File: src/rtl/nfr_pkg.sv
// constants, codes and register map of the network fault reaction controller
// assumes a 250 MHz bus clock and a 32-bit AXI4-Lite register bus
package nfr_pkg;
  localparam int CLK_PERIOD_NS  = 4;
  localparam int TICK_PERIOD_NS = 100_000_000;
  localparam int TICK_CYCLES    = (TICK_PERIOD_NS + CLK_PERIOD_NS - 1) / CLK_PERIOD_NS;
  localparam int TICK_CNT_W     = 25;
  localparam logic [9:0] DELAY_MAX = 10'h258;
  localparam logic [7:0] OFS_SELECT   = 8'h00;
  localparam logic [7:0] OFS_DELAY    = 8'h04;
  localparam logic [7:0] OFS_DECEL    = 8'h08;
  localparam logic [7:0] OFS_ATTR     = 8'h0c;
  localparam logic [7:0] OFS_CTRL     = 8'h10;
  localparam logic [7:0] OFS_STATUS   = 8'h14;
  localparam logic [7:0] OFS_ALARM    = 8'h18;
  localparam logic [7:0] OFS_IRQ_STAT = 8'h1c;
  localparam logic [7:0] OFS_IRQ_CLR  = 8'h20;
  localparam logic [7:0] OFS_IRQ_EN   = 8'h24;
  localparam int CTRL_TRIP_RST = 0;
  localparam int CTRL_NETWORK_CONTROL_FLAG  = 1;
  localparam int IRQ_ERR  = 0;
  localparam int IRQ_TRIP = 1;
  localparam int IRQ_REST = 2;
  localparam int IRQ_W    = 3;
  localparam logic [1:0] RESP_OKAY   = 2'h0;
  localparam logic [1:0] RESP_SLVERR = 2'h2;
  localparam logic [7:0] NET_CLASS   = 8'h29;
  localparam logic [7:0] NET_INST    = 8'h01;
  localparam logic [7:0] NET_ATTR_ID = 8'h10;
  localparam logic [7:0] ALARM_NONE     = 8'h00;
  localparam logic [7:0] ALARM_NET_COMM = 8'h23;
  localparam logic [7:0] SEL_COAST       = 8'h00;
  localparam logic [7:0] SEL_DLY_COAST   = 8'h01;
  localparam logic [7:0] SEL_GRACE_COAST = 8'h02;
  localparam logic [7:0] SEL_IGNORE      = 8'h03;
  localparam logic [7:0] SEL_DECEL       = 8'h0a;
  localparam logic [7:0] SEL_DLY_DECEL   = 8'h0b;
  localparam logic [7:0] SEL_GRACE_DECEL = 8'h0c;
  localparam logic [7:0] SEL_RUN_OFF     = 8'h0d;
  localparam logic [7:0] SEL_FWD         = 8'h0e;
  localparam logic [7:0] SEL_REV         = 8'h0f;
  localparam logic [7:0] ATTR_RUN_OFF     = 8'h00;
  localparam logic [7:0] ATTR_IGNORE      = 8'h01;
  localparam logic [7:0] ATTR_GRACE_DECEL = 8'h02;
  localparam logic [7:0] ATTR_FWD         = 8'h03;
  localparam logic [7:0] ATTR_REV         = 8'h04;
  localparam logic [7:0] ATTR_COAST       = 8'h64;
  localparam logic [7:0] ATTR_DLY_COAST   = 8'h65;
  localparam logic [7:0] ATTR_GRACE_COAST = 8'h66;
  localparam logic [7:0] ATTR_DECEL       = 8'h6e;
  localparam logic [7:0] ATTR_DLY_DECEL   = 8'h6f;
  localparam logic [7:0] ATTR_GRACE_ALT   = 8'h70;
  localparam logic [7:0]  SELECT_RST = 8'h00;
  localparam logic [7:0]  ATTR_RST   = 8'h64;
  localparam logic [9:0]  DELAY_RST  = 10'h000;
  localparam logic [15:0] DECEL_RST  = 16'h0000;
  typedef enum logic [3:0] {
    ACT_COAST       = 4'h0,
    ACT_DLY_COAST   = 4'h1,
    ACT_GRACE_COAST = 4'h2,
    ACT_IGNORE      = 4'h3,
    ACT_DECEL       = 4'h4,
    ACT_DLY_DECEL   = 4'h5,
    ACT_GRACE_DECEL = 4'h6,
    ACT_RUN_OFF     = 4'h7,
    ACT_FWD         = 4'h8,
    ACT_REV         = 4'h9
  } act_t;
  typedef enum logic [2:0] {
    ST_IDLE  = 3'h0,
    ST_WAIT  = 3'h1,
    ST_GRACE = 3'h2,
    ST_DECEL = 3'h3,
    ST_TRIP  = 3'h4,
    ST_HOLD  = 3'h5
  } state_t;
endpackage

File: src/rtl/network_fault_reaction_ctrl.sv
// reaction of the drive to a fieldbus link error, with AXI4-Lite registers and one interrupt
// assumes link_error and motor_stopped come from logic on aclk; one write and one read at a time
//
// Notes on behaviour
// - reaction chosen by fault_reaction_select; timed reactions use fault_reaction_delay.
// - fault-mode attribute 0x29/0x01/0x10 is writable by the network master.
// - selector and attribute interlocked; writing either updates the other when the value has a mapping.
// - codes 0 and 4..9 coast at once and trip.
// - code 1 waits the delay (0.0..60.0 s) then coasts and trips.
// - code 2 ignores errors recovered within delay, else coasts and trips.
// - code 3 keeps running, no trip.
// - code 10 decelerates at once, trips only once stopped.
// - code 11 waits the delay, decelerates, trips only once stopped.
// - code 12 ignores recovered errors, else decelerates on expiry and trips only once stopped.
// - every decelerate-stop uses the decel_time_param ramp.
// - code 13 clears the run command at once, no trip.
// - code 14 forces forward rotation, only while network_control_flag is 1.
// - code 15 forces reverse rotation, only while network_control_flag is 1.
// - attribute 0,1,2,3,4 maps to selector 13,3,12,14,15.
// - attribute 100,101,102,110,111,112 maps to 0,1,2,10,11,12.
// - a trip records alarm code 35 as the current alarm code.
`timescale 1ns/1ns
module network_fault_reaction_ctrl
  import nfr_pkg::*;
#(
  parameter int TICK_LEN = TICK_CYCLES
) (
  // clock and reset
  input  wire logic        aclk,
  input  wire logic        aresetn,
  // axi4-lite write
  input  wire logic [7:0]  s_axi_awaddr,
  input  wire logic        s_axi_awvalid,
  output logic             s_axi_awready,
  input  wire logic [31:0] s_axi_wdata,
  input  wire logic [3:0]  s_axi_wstrb,
  input  wire logic        s_axi_wvalid,
  output logic             s_axi_wready,
  output logic [1:0]       s_axi_bresp,
  output logic             s_axi_bvalid,
  input  wire logic        s_axi_bready,
  // axi4-lite read
  input  wire logic [7:0]  s_axi_araddr,
  input  wire logic        s_axi_arvalid,
  output logic             s_axi_arready,
  output logic [31:0]      s_axi_rdata,
  output logic [1:0]       s_axi_rresp,
  output logic             s_axi_rvalid,
  input  wire logic        s_axi_rready,
  // network interface
  input  wire logic        link_error,
  input  wire logic        net_wr_valid,
  input  wire logic [7:0]  net_class,
  input  wire logic [7:0]  net_inst,
  input  wire logic [7:0]  net_attr_id,
  input  wire logic [7:0]  net_wr_data,
  output logic             net_wr_done,
  output logic [7:0]       net_fault_mode_attr,
  // drive run/stop control
  input  wire logic        motor_stopped,
  output logic             coast_stop,
  output logic             decel_stop,
  output logic [15:0]      decel_ramp_time,
  output logic             run_cmd_off,
  output logic             force_fwd,
  output logic             force_rev,
  output logic             network_comm_trip,
  output logic [7:0]       current_alarm_code,
  // interrupt
  output logic             irq
);

  logic [7:0]            select_r;
  logic [7:0]            attr_r;
  logic [9:0]            delay_r;
  logic [15:0]           decel_r;
  logic                  network_control_flag_r;
  logic [IRQ_W-1:0]      irq_stat_r;
  logic [IRQ_W-1:0]      irq_en_r;
  logic [IRQ_W-1:0]      irq_ev;
  logic [IRQ_W-1:0]      irq_clr;
  logic                  bvalid_r;
  logic [1:0]            bresp_r;
  logic                  rvalid_r;
  logic [1:0]            rresp_r;
  logic [31:0]           rdata_r;
  logic                  wr_fire;
  logic                  rd_fire;
  logic                  wr_ok;
  logic                  rd_ok;
  logic [31:0]           rd_data;
  logic [15:0]           wr_lo;
  logic [9:0]            wr_delay;
  logic                  trip_rst;
  logic                  net_hit;
  logic [TICK_CNT_W-1:0] tick_cnt_r;
  logic                  tick;
  logic [9:0]            timer_r;
  logic                  expired;
  logic                  link_q_r;
  state_t                state_r;
  state_t                state_nxt;
  act_t                  act_r;
  act_t                  act_nxt;
  act_t                  cur_act;
  logic [7:0]            alarm_r;

  function automatic act_t sel_to_act(input logic [7:0] s);
    case (s)
      SEL_DLY_COAST:   return ACT_DLY_COAST;
      SEL_GRACE_COAST: return ACT_GRACE_COAST;
      SEL_IGNORE:      return ACT_IGNORE;
      SEL_DECEL:       return ACT_DECEL;
      SEL_DLY_DECEL:   return ACT_DLY_DECEL;
      SEL_GRACE_DECEL: return ACT_GRACE_DECEL;
      SEL_RUN_OFF:     return ACT_RUN_OFF;
      SEL_FWD:         return ACT_FWD;
      SEL_REV:         return ACT_REV;
      default:         return ACT_COAST;
    endcase
  endfunction

  // bit 8 flags a defined attribute value
  function automatic logic [8:0] attr_to_sel(input logic [7:0] a);
    case (a)
      ATTR_RUN_OFF:     return {1'b1, SEL_RUN_OFF};
      ATTR_IGNORE:      return {1'b1, SEL_IGNORE};
      ATTR_GRACE_DECEL: return {1'b1, SEL_GRACE_DECEL};
      ATTR_FWD:         return {1'b1, SEL_FWD};
      ATTR_REV:         return {1'b1, SEL_REV};
      ATTR_COAST:       return {1'b1, SEL_COAST};
      ATTR_DLY_COAST:   return {1'b1, SEL_DLY_COAST};
      ATTR_GRACE_COAST: return {1'b1, SEL_GRACE_COAST};
      ATTR_DECEL:       return {1'b1, SEL_DECEL};
      ATTR_DLY_DECEL:   return {1'b1, SEL_DLY_DECEL};
      ATTR_GRACE_ALT:   return {1'b1, SEL_GRACE_DECEL};
      default:          return {1'b0, SEL_COAST};
    endcase
  endfunction

  // selector 12 reads back as attribute 2; codes 4..9 have no attribute
  function automatic logic [8:0] sel_to_attr(input logic [7:0] s);
    case (s)
      SEL_RUN_OFF:     return {1'b1, ATTR_RUN_OFF};
      SEL_IGNORE:      return {1'b1, ATTR_IGNORE};
      SEL_GRACE_DECEL: return {1'b1, ATTR_GRACE_DECEL};
      SEL_FWD:         return {1'b1, ATTR_FWD};
      SEL_REV:         return {1'b1, ATTR_REV};
      SEL_COAST:       return {1'b1, ATTR_COAST};
      SEL_DLY_COAST:   return {1'b1, ATTR_DLY_COAST};
      SEL_GRACE_COAST: return {1'b1, ATTR_GRACE_COAST};
      SEL_DECEL:       return {1'b1, ATTR_DECEL};
      SEL_DLY_DECEL:   return {1'b1, ATTR_DLY_DECEL};
      default:         return {1'b0, ATTR_COAST};
    endcase
  endfunction

  // write address and data are taken together, one write in flight
  assign wr_fire       = s_axi_awvalid & s_axi_wvalid & ~bvalid_r;
  assign s_axi_awready = wr_fire;
  assign s_axi_wready  = wr_fire;
  assign s_axi_bvalid  = bvalid_r;
  assign s_axi_bresp   = bresp_r;
  assign rd_fire       = s_axi_arvalid & ~rvalid_r;
  assign s_axi_arready = ~rvalid_r;
  assign s_axi_rvalid  = rvalid_r;
  assign s_axi_rresp   = rresp_r;
  assign s_axi_rdata   = rdata_r;

  assign wr_lo[7:0]  = s_axi_wstrb[0] ? s_axi_wdata[7:0] : decel_r[7:0];
  assign wr_lo[15:8] = s_axi_wstrb[1] ? s_axi_wdata[15:8] : decel_r[15:8];
  // delay lanes merged separately; values beyond 60.0 s are clamped
  always_comb begin
    wr_delay = delay_r;
    if (s_axi_wstrb[0]) begin
      wr_delay[7:0] = s_axi_wdata[7:0];
    end
    if (s_axi_wstrb[1]) begin
      wr_delay[9:8] = s_axi_wdata[9:8];
    end
    if (wr_delay > DELAY_MAX) begin
      wr_delay = DELAY_MAX;
    end
  end

  always_comb begin
    case (s_axi_awaddr)
      OFS_SELECT, OFS_DELAY, OFS_DECEL, OFS_ATTR, OFS_CTRL,
      OFS_STATUS, OFS_ALARM, OFS_IRQ_STAT, OFS_IRQ_CLR, OFS_IRQ_EN: wr_ok = 1'b1;
      default: wr_ok = 1'b0;
    endcase
  end

  always_ff @(posedge aclk) begin
    if (!aresetn) begin
      bvalid_r <= 1'b0;
      bresp_r  <= RESP_OKAY;
    end else if (wr_fire) begin
      bvalid_r <= 1'b1;
      bresp_r  <= wr_ok ? RESP_OKAY : RESP_SLVERR;
    end else if (s_axi_bready) begin
      bvalid_r <= 1'b0;
    end
  end

  always_comb begin
    rd_data = 32'h0;
    rd_ok   = 1'b1;
    case (s_axi_araddr)
      OFS_SELECT:   rd_data = {24'h0, select_r};
      OFS_DELAY:    rd_data = {22'h0, delay_r};
      OFS_DECEL:    rd_data = {16'h0, decel_r};
      OFS_ATTR:     rd_data = {24'h0, attr_r};
      OFS_CTRL:     rd_data = {30'h0, network_control_flag_r, 1'b0};
      OFS_STATUS:   rd_data = {20'h0, act_r, 2'h0, motor_stopped, network_comm_trip, link_error, state_r};
      OFS_ALARM:    rd_data = {24'h0, alarm_r};
      OFS_IRQ_STAT: rd_data = {29'h0, irq_stat_r};
      OFS_IRQ_CLR:  rd_data = 32'h0;
      OFS_IRQ_EN:   rd_data = {29'h0, irq_en_r};
      default:      rd_ok   = 1'b0;
    endcase
  end

  always_ff @(posedge aclk) begin
    if (!aresetn) begin
      rvalid_r <= 1'b0;
      rresp_r  <= RESP_OKAY;
      rdata_r  <= 32'h0;
    end else if (rd_fire) begin
      rvalid_r <= 1'b1;
      rresp_r  <= rd_ok ? RESP_OKAY : RESP_SLVERR;
      rdata_r  <= rd_data;
    end else if (s_axi_rready) begin
      rvalid_r <= 1'b0;
    end
  end

  logic       wr_sel;
  logic       wr_attr;
  logic [8:0] net_map;
  logic [8:0] bus_map;
  logic [8:0] sel_map;
  // a function result cannot be part-selected, so the mappings are held as nets
  assign net_map = attr_to_sel(net_wr_data);
  assign bus_map = attr_to_sel(s_axi_wdata[7:0]);
  assign sel_map = sel_to_attr(s_axi_wdata[7:0]);
  assign wr_sel  = wr_fire & (s_axi_awaddr == OFS_SELECT) & s_axi_wstrb[0];
  assign wr_attr = wr_fire & (s_axi_awaddr == OFS_ATTR) & s_axi_wstrb[0];
  assign net_hit = net_wr_valid & (net_class == NET_CLASS) & (net_inst == NET_INST)
                 & (net_attr_id == NET_ATTR_ID);

  // a network write wins over a bus write in the same cycle; the bus write to selector or attribute is dropped
  always_ff @(posedge aclk) begin
    if (!aresetn) begin
      select_r <= SELECT_RST;
      attr_r   <= ATTR_RST;
    end else if (net_hit) begin
      attr_r <= net_wr_data;
      if (net_map[8]) begin
        select_r <= net_map[7:0];
      end
    end else if (wr_attr) begin
      attr_r <= s_axi_wdata[7:0];
      if (bus_map[8]) begin
        select_r <= bus_map[7:0];
      end
    end else if (wr_sel) begin
      select_r <= s_axi_wdata[7:0];
      if (sel_map[8]) begin
        attr_r <= sel_map[7:0];
      end
    end
  end

  always_ff @(posedge aclk) begin
    if (!aresetn) begin
      net_wr_done <= 1'b0;
    end else begin
      net_wr_done <= net_hit;
    end
  end

  always_ff @(posedge aclk) begin
    if (!aresetn) begin
      delay_r   <= DELAY_RST;
      decel_r   <= DECEL_RST;
      network_control_flag_r <= 1'b0;
      irq_en_r  <= '0;
    end else if (wr_fire) begin
      if (s_axi_awaddr == OFS_DELAY) begin
        delay_r <= wr_delay;
      end
      if (s_axi_awaddr == OFS_DECEL) begin
        decel_r <= wr_lo;
      end
      if (s_axi_awaddr == OFS_CTRL && s_axi_wstrb[0]) begin
        network_control_flag_r <= s_axi_wdata[CTRL_NETWORK_CONTROL_FLAG];
      end
      if (s_axi_awaddr == OFS_IRQ_EN && s_axi_wstrb[0]) begin
        irq_en_r <= s_axi_wdata[IRQ_W-1:0];
      end
    end
  end

  assign trip_rst = wr_fire & s_axi_wstrb[0] & (s_axi_awaddr == OFS_CTRL) & s_axi_wdata[CTRL_TRIP_RST];

  // free-running 0.1 s time base; a wait may run up to one tick short
  assign tick = (tick_cnt_r == TICK_CNT_W'(TICK_LEN - 1));
  always_ff @(posedge aclk) begin
    if (!aresetn || tick) begin
      tick_cnt_r <= '0;
    end else begin
      tick_cnt_r <= tick_cnt_r + 1'b1;
    end
  end

  assign expired = (timer_r >= delay_r);
  always_ff @(posedge aclk) begin
    if (!aresetn || !link_error || (state_r != ST_WAIT && state_r != ST_GRACE)) begin
      timer_r <= '0;
    end else if (tick && !expired) begin
      timer_r <= timer_r + 1'b1;
    end
  end

  assign cur_act = sel_to_act(select_r);
  always_comb begin
    state_nxt = state_r;
    act_nxt   = act_r;
    case (state_r)
      ST_IDLE: begin
        if (link_error && cur_act != ACT_IGNORE) begin
          act_nxt = cur_act;
          case (cur_act)
            ACT_COAST:                      state_nxt = ST_TRIP;
            ACT_DLY_COAST, ACT_DLY_DECEL:   state_nxt = ST_WAIT;
            ACT_GRACE_COAST, ACT_GRACE_DECEL: state_nxt = ST_GRACE;
            ACT_DECEL:                      state_nxt = ST_DECEL;
            default:                        state_nxt = ST_HOLD;
          endcase
        end
      end
      ST_WAIT: begin
        if (expired) begin
          state_nxt = (act_r == ACT_DLY_COAST) ? ST_TRIP : ST_DECEL;
        end
      end
      ST_GRACE: begin
        if (!link_error) begin
          state_nxt = ST_IDLE;
        end else if (expired) begin
          state_nxt = (act_r == ACT_GRACE_COAST) ? ST_TRIP : ST_DECEL;
        end
      end
      ST_DECEL: begin
        if (motor_stopped) begin
          state_nxt = ST_TRIP;
        end
      end
      ST_TRIP: begin
        if (trip_rst && !link_error) begin
          state_nxt = ST_IDLE;
        end
      end
      ST_HOLD: begin
        if (!link_error) begin
          state_nxt = ST_IDLE;
        end
      end
      default: state_nxt = ST_IDLE;
    endcase
  end

  always_ff @(posedge aclk) begin
    if (!aresetn) begin
      state_r           <= ST_IDLE;
      act_r             <= ACT_COAST;
      coast_stop        <= 1'b0;
      decel_stop        <= 1'b0;
      run_cmd_off       <= 1'b0;
      force_fwd         <= 1'b0;
      force_rev         <= 1'b0;
      network_comm_trip <= 1'b0;
    end else begin
      state_r           <= state_nxt;
      act_r             <= act_nxt;
      coast_stop        <= (state_nxt == ST_TRIP);
      decel_stop        <= (state_nxt == ST_DECEL);
      run_cmd_off       <= (state_nxt == ST_HOLD) && (act_nxt == ACT_RUN_OFF);
      force_fwd         <= (state_nxt == ST_HOLD) && (act_nxt == ACT_FWD) && network_control_flag_r;
      force_rev         <= (state_nxt == ST_HOLD) && (act_nxt == ACT_REV) && network_control_flag_r;
      network_comm_trip <= (state_nxt == ST_TRIP);
    end
  end
  assign decel_ramp_time     = decel_r;
  assign net_fault_mode_attr = attr_r;

  always_ff @(posedge aclk) begin
    if (!aresetn) begin
      alarm_r <= ALARM_NONE;
    end else if (state_nxt == ST_TRIP) begin
      alarm_r <= ALARM_NET_COMM;
    end else if (state_r == ST_TRIP) begin
      alarm_r <= ALARM_NONE;
    end
  end
  assign current_alarm_code = alarm_r;

  always_ff @(posedge aclk) begin
    if (!aresetn) begin
      link_q_r <= 1'b0;
    end else begin
      link_q_r <= link_error;
    end
  end

  // events win over a clear in the same cycle
  assign irq_ev[IRQ_ERR]  = link_error & ~link_q_r;
  assign irq_ev[IRQ_TRIP] = (state_nxt == ST_TRIP) & (state_r != ST_TRIP);
  assign irq_ev[IRQ_REST] = ~link_error & link_q_r;
  assign irq_clr = (wr_fire && s_axi_awaddr == OFS_IRQ_CLR && s_axi_wstrb[0]) ? s_axi_wdata[IRQ_W-1:0] : '0;
  always_ff @(posedge aclk) begin
    if (!aresetn) begin
      irq_stat_r <= '0;
    end else begin
      irq_stat_r <= (irq_stat_r & ~irq_clr) | irq_ev;
    end
  end
  assign irq = |(irq_stat_r & irq_en_r);
endmodule

File: config.mk
export PLATFORM = sky130hd
export DESIGN_NAME = network_fault_reaction_ctrl
export DESIGN_NICKNAME = d
export VERILOG_FILES = /design/src/rtl/nfr_pkg.sv /design/src/rtl/network_fault_reaction_ctrl.sv
export SDC_FILE = /design/constraint.sdc
export NUM_CORES = 1
export LEC_CHECK = 0
export BUFFER_PORTS_ARGS = -buffer_cell sky130_fd_sc_hd__buf_2
export CORE_MARGIN = 10
export CORE_UTILIZATION = 30
export CTS_BUF_LIST = sky130_fd_sc_hd__clkbuf_4 sky130_fd_sc_hd__clkbuf_8
export CTS_CLUSTER_SIZE = 10
export DETAILED_ROUTE_END_ITERATION = 10
export MAX_ROUTING_LAYER = met4
export SYNTH_ARGS = -nofsm -noshare
export SYNTH_HDL_FRONTEND = slang
export SYNTH_SLANG_ARGS = --single-unit
File: constraint.sdc
create_clock -name aclk -period 8.7 [get_ports aclk]
set_clock_uncertainty 0.2 [all_clocks]
set_input_delay 1.305 -clock aclk [delete_from_list [all_inputs] [get_ports aclk]]
set_output_delay 1.305 -clock aclk [all_outputs]
set_load 0.005 [all_outputs]
==> out/results.ini <==
[place]
routabilityCongestion=0.943
port_buffers=133
placed_area_um2=7730
dp_hpwl_mm=16.3

[worst_setup_path]
arrival_ps=4320
criticalPathCategory=input port to flip-flop
cpPeakStageDelay_ps=690
path_cells=buf_2 -> nor3b_1 -> nand2_1 -> nor4b_1 -> inv_1 -> a31oi_4 -> mux2i_1 -> nand2b_4 -> inv_1 -> ha_1 -> mux2_4
worstPathRequired_ps=8840
end_kind=flip-flop
cp_top_family=simple AND/OR/NAND/NOR gates
crit_path_start=s_axi_wstrb[0]
cp_max_fo=13
rr_startpoint=s_axi_bvalid$_SDFFE_PN0P_
cp_num_buf_inv=3
cp-start-kind=input port
critical-path-slowest-cell=nor4b_1
cpMostUsedCell=inv_1

[pwr]
p_int_w=0.000886
ir_worst_vdd_mv=0.0940
swShare=0.282
post-layout-total-power_w=0.00123
power_density_nw_per_um2=152
p_sw_w=0.000348
pwr-share-clk=0.427
p_comb_frac=0.100
seqPwrFrac=0.473
leakage_nw=3.34

[timing]
finalCritPeriodShare=0.480
tightest_slew_ps=827
fmax_ghz=0.240
setup_violations=0
rsz0062_at_grt=false
tns_ps=0
post-route-min-period_ps=4170
finalHoldViolCount=0
slew_violations=0
max_slew_margin=0.444

[route]
dr.first_iter.drc_count=576
vias_per_cell=5.21
vias=6560
drc_errors=0
drtAntennaViolNets=0
wl_per_cell_um=16.9
drt-total-wl_mm=21.3
first_pass_iters=5

[yosys]
synth_flop_cell=dfxtp_1
syn_area_per_cell_um2=8.16
synth-seq-cells=123
yosysUniqueCellTypes=82
ys_seq_area_frac=0.354
syn_area_um2=6960
synthCells=853
synth_edf_count=0
yosysWarnings=0
synthArstFlopShare=0

[worst_hold_path]
min_from=s_axi_rdata[5]$_SDFFE_PN0P_
hp-class=flip-flop to flip-flop

[floorplan]
die_y_um=172
rows=55
start_util=0.307
core_um2=22700
pin_count=175
dieWidth_um=172
die-area_um2=29700

[clock_tree]
postCtsSetupRepairBufs=0
cts_root_buf=clkbuf_8
cts_buffers=17
clk_pin_slew_ps=80
cts_tree=done
clk-insertion-delay-late_ps=450
clock-sinks=123
cts_resized=0
holdBufCountCts=0
htree_num_levels=4
clockBufferDepth=2

[final_layout]
final_core_util=0.359
final_nets=1070
num_antenna_cells=0
fill_cells=2404
drive_gt1_frac=0.199
final_design_area_no_fill_um2=8140
area_growth_pct=16.9

[global_route]
grt_usage=0.146
gr-total-overflow=0
grt_pass1_wl_mm=33.7
antenna_found_initial=0
grt_pass1_vias=6346
grt_max_degree=68

[outcome]
outcome=complete, no violations

[run]
maxCapViolCount=0

## layout by cell type, fill, tap and decap left out, types with 5 or more instances in the layout
master    count
nor4_1       13
conb_1       23
a222oi_1      5
nor2b_1      13
inv_1        37
nor3_1       27
and3_1       13
a211oi_1     11
o21ai_0      34
or3_1         6
nand2_1      70
clkbuf_8     18
a21oi_1      41
and2_1        9
mux2i_1      38
buf_2       133
nand3_1      29
xor2_1       17
nand4_1      14
xnor2_1      10
nor4b_1       9
a22oi_1      18
nor2_1      115
ha_1         14
dfxtp_1     123
a31oi_1       8
nand2b_1     12
## worst register-to-register path, cell delays in order, from the launching register on
cell and delay (ps):
dfxtp_1 320, and3b_1 350, nand2_1 170, nor4b_1 690, inv_1 180, a31oi_4 370
mux2i_1 340, nand2b_4 210, inv_1 50, ha_1 160, mux2_4 250
## state kept, by name (all words and copies together) (netlist names), 3 cells and up, named ones only
name                 cells
decel_ramp_time         16
timer_r                 10
state_r                  3
delay_r                 10
act_r                    4
tick_cnt_r              25
net_fault_mode_attr      8
irq_stat_r               3
select_r                 8
irq_en_r                 3
s_axi_rdata             16
## area by class of cell
cell class | instances | area (µm²) | area share
repair buffers | 136 | 688 | 0.0845
well taps | 285 | 357 | 0.0438
inverters | 39 | 146 | 0.0180
clock buffers | 18 | 248 | 0.0304
clock inverters | 14 | 161 | 0.0198
multi-input cells | 645 | 4080 | 0.501
flip-flops and latches | 123 | 2460 | 0.302
## power by group through the flow
stage	clock [W]	sequential, W	combinational (W)
after detailed placement	0	0.000597	0.000122
final	0.000527	0.000584	0.000124
after CTS	0.000540	0.000583	0.000122
after global placement	0	0.000597	0.000122
after global routing	0.000563	0.000585	0.000137
after floorplan	0	0.000591	0.0000866
## metrics by stage
step / hold WS, ps / std cells / setup WS, ps
5_1_grt: 282 / 1260 / 4410
2_1_floorplan: 226 / 875 / 4700
4_1_cts: 259 / 1260 / 4620
6_report: 255 / 1260 / 4530
3_3_place_gp: 240 / 1228 / 4190
3_5_place_dp: 247 / 1228 / 4180
## cell families after synthesis
kind of cell               share of synthesized area
buffers and inverters                         0.0738
adders and majority gates                     0.0252
xor gates and xnor gates                      0.0340
and+or+nand+nor                                0.271
AOI/OAI and AO/OA                              0.174
DFF                                            0.354
muxes                                         0.0681
other                                       0.000538
## per-layer routing
| layer | part of all wire | up-vias | track usage |
|---|---|---|---|
| met3 | 0.074 | 25 | 0.0292 |
| li1 | - | 3250 | - |
| met5 | 0 | - | - |
| met2 | 0.45 | 226 | 0.225 |
| met1 | 0.46 | 3059 | 0.188 |
| met4 | 0.013 | 0 | 0.0442 |
## synthesized netlist by cell type (all sizes together), types with 13 or more instances
cell	count	area share
a211oi	13	0.015
a21oi	41	0.029
a22oi	18	0.019
and3	13	0.012
buf	38	0.037
clkbuf	30	0.016
dfxtp	123	0.35
ha	14	0.025
inv	39	0.021
mux2i	38	0.055
nand2	70	0.038
nand2b	13	0.013
nand3	29	0.021
nand4	14	0.013
nor2	115	0.062
nor2b	13	0.012
nor3	30	0.024
nor4	15	0.017
o21ai	37	0.027
xor2	17	0.021
## final timing paths
path                            endpoint  slack, ps  cells past startpoint
max                            flip-flop       4530                     11
min          s_axi_rdata[5]$_SDFFE_PN0P_        260                      2
max reg2reg                    flip-flop       5290                     10
min reg2reg  s_axi_rdata[5]$_SDFFE_PN0P_        260                      2
No activity file was read; power rests on OpenSTA's default activity.
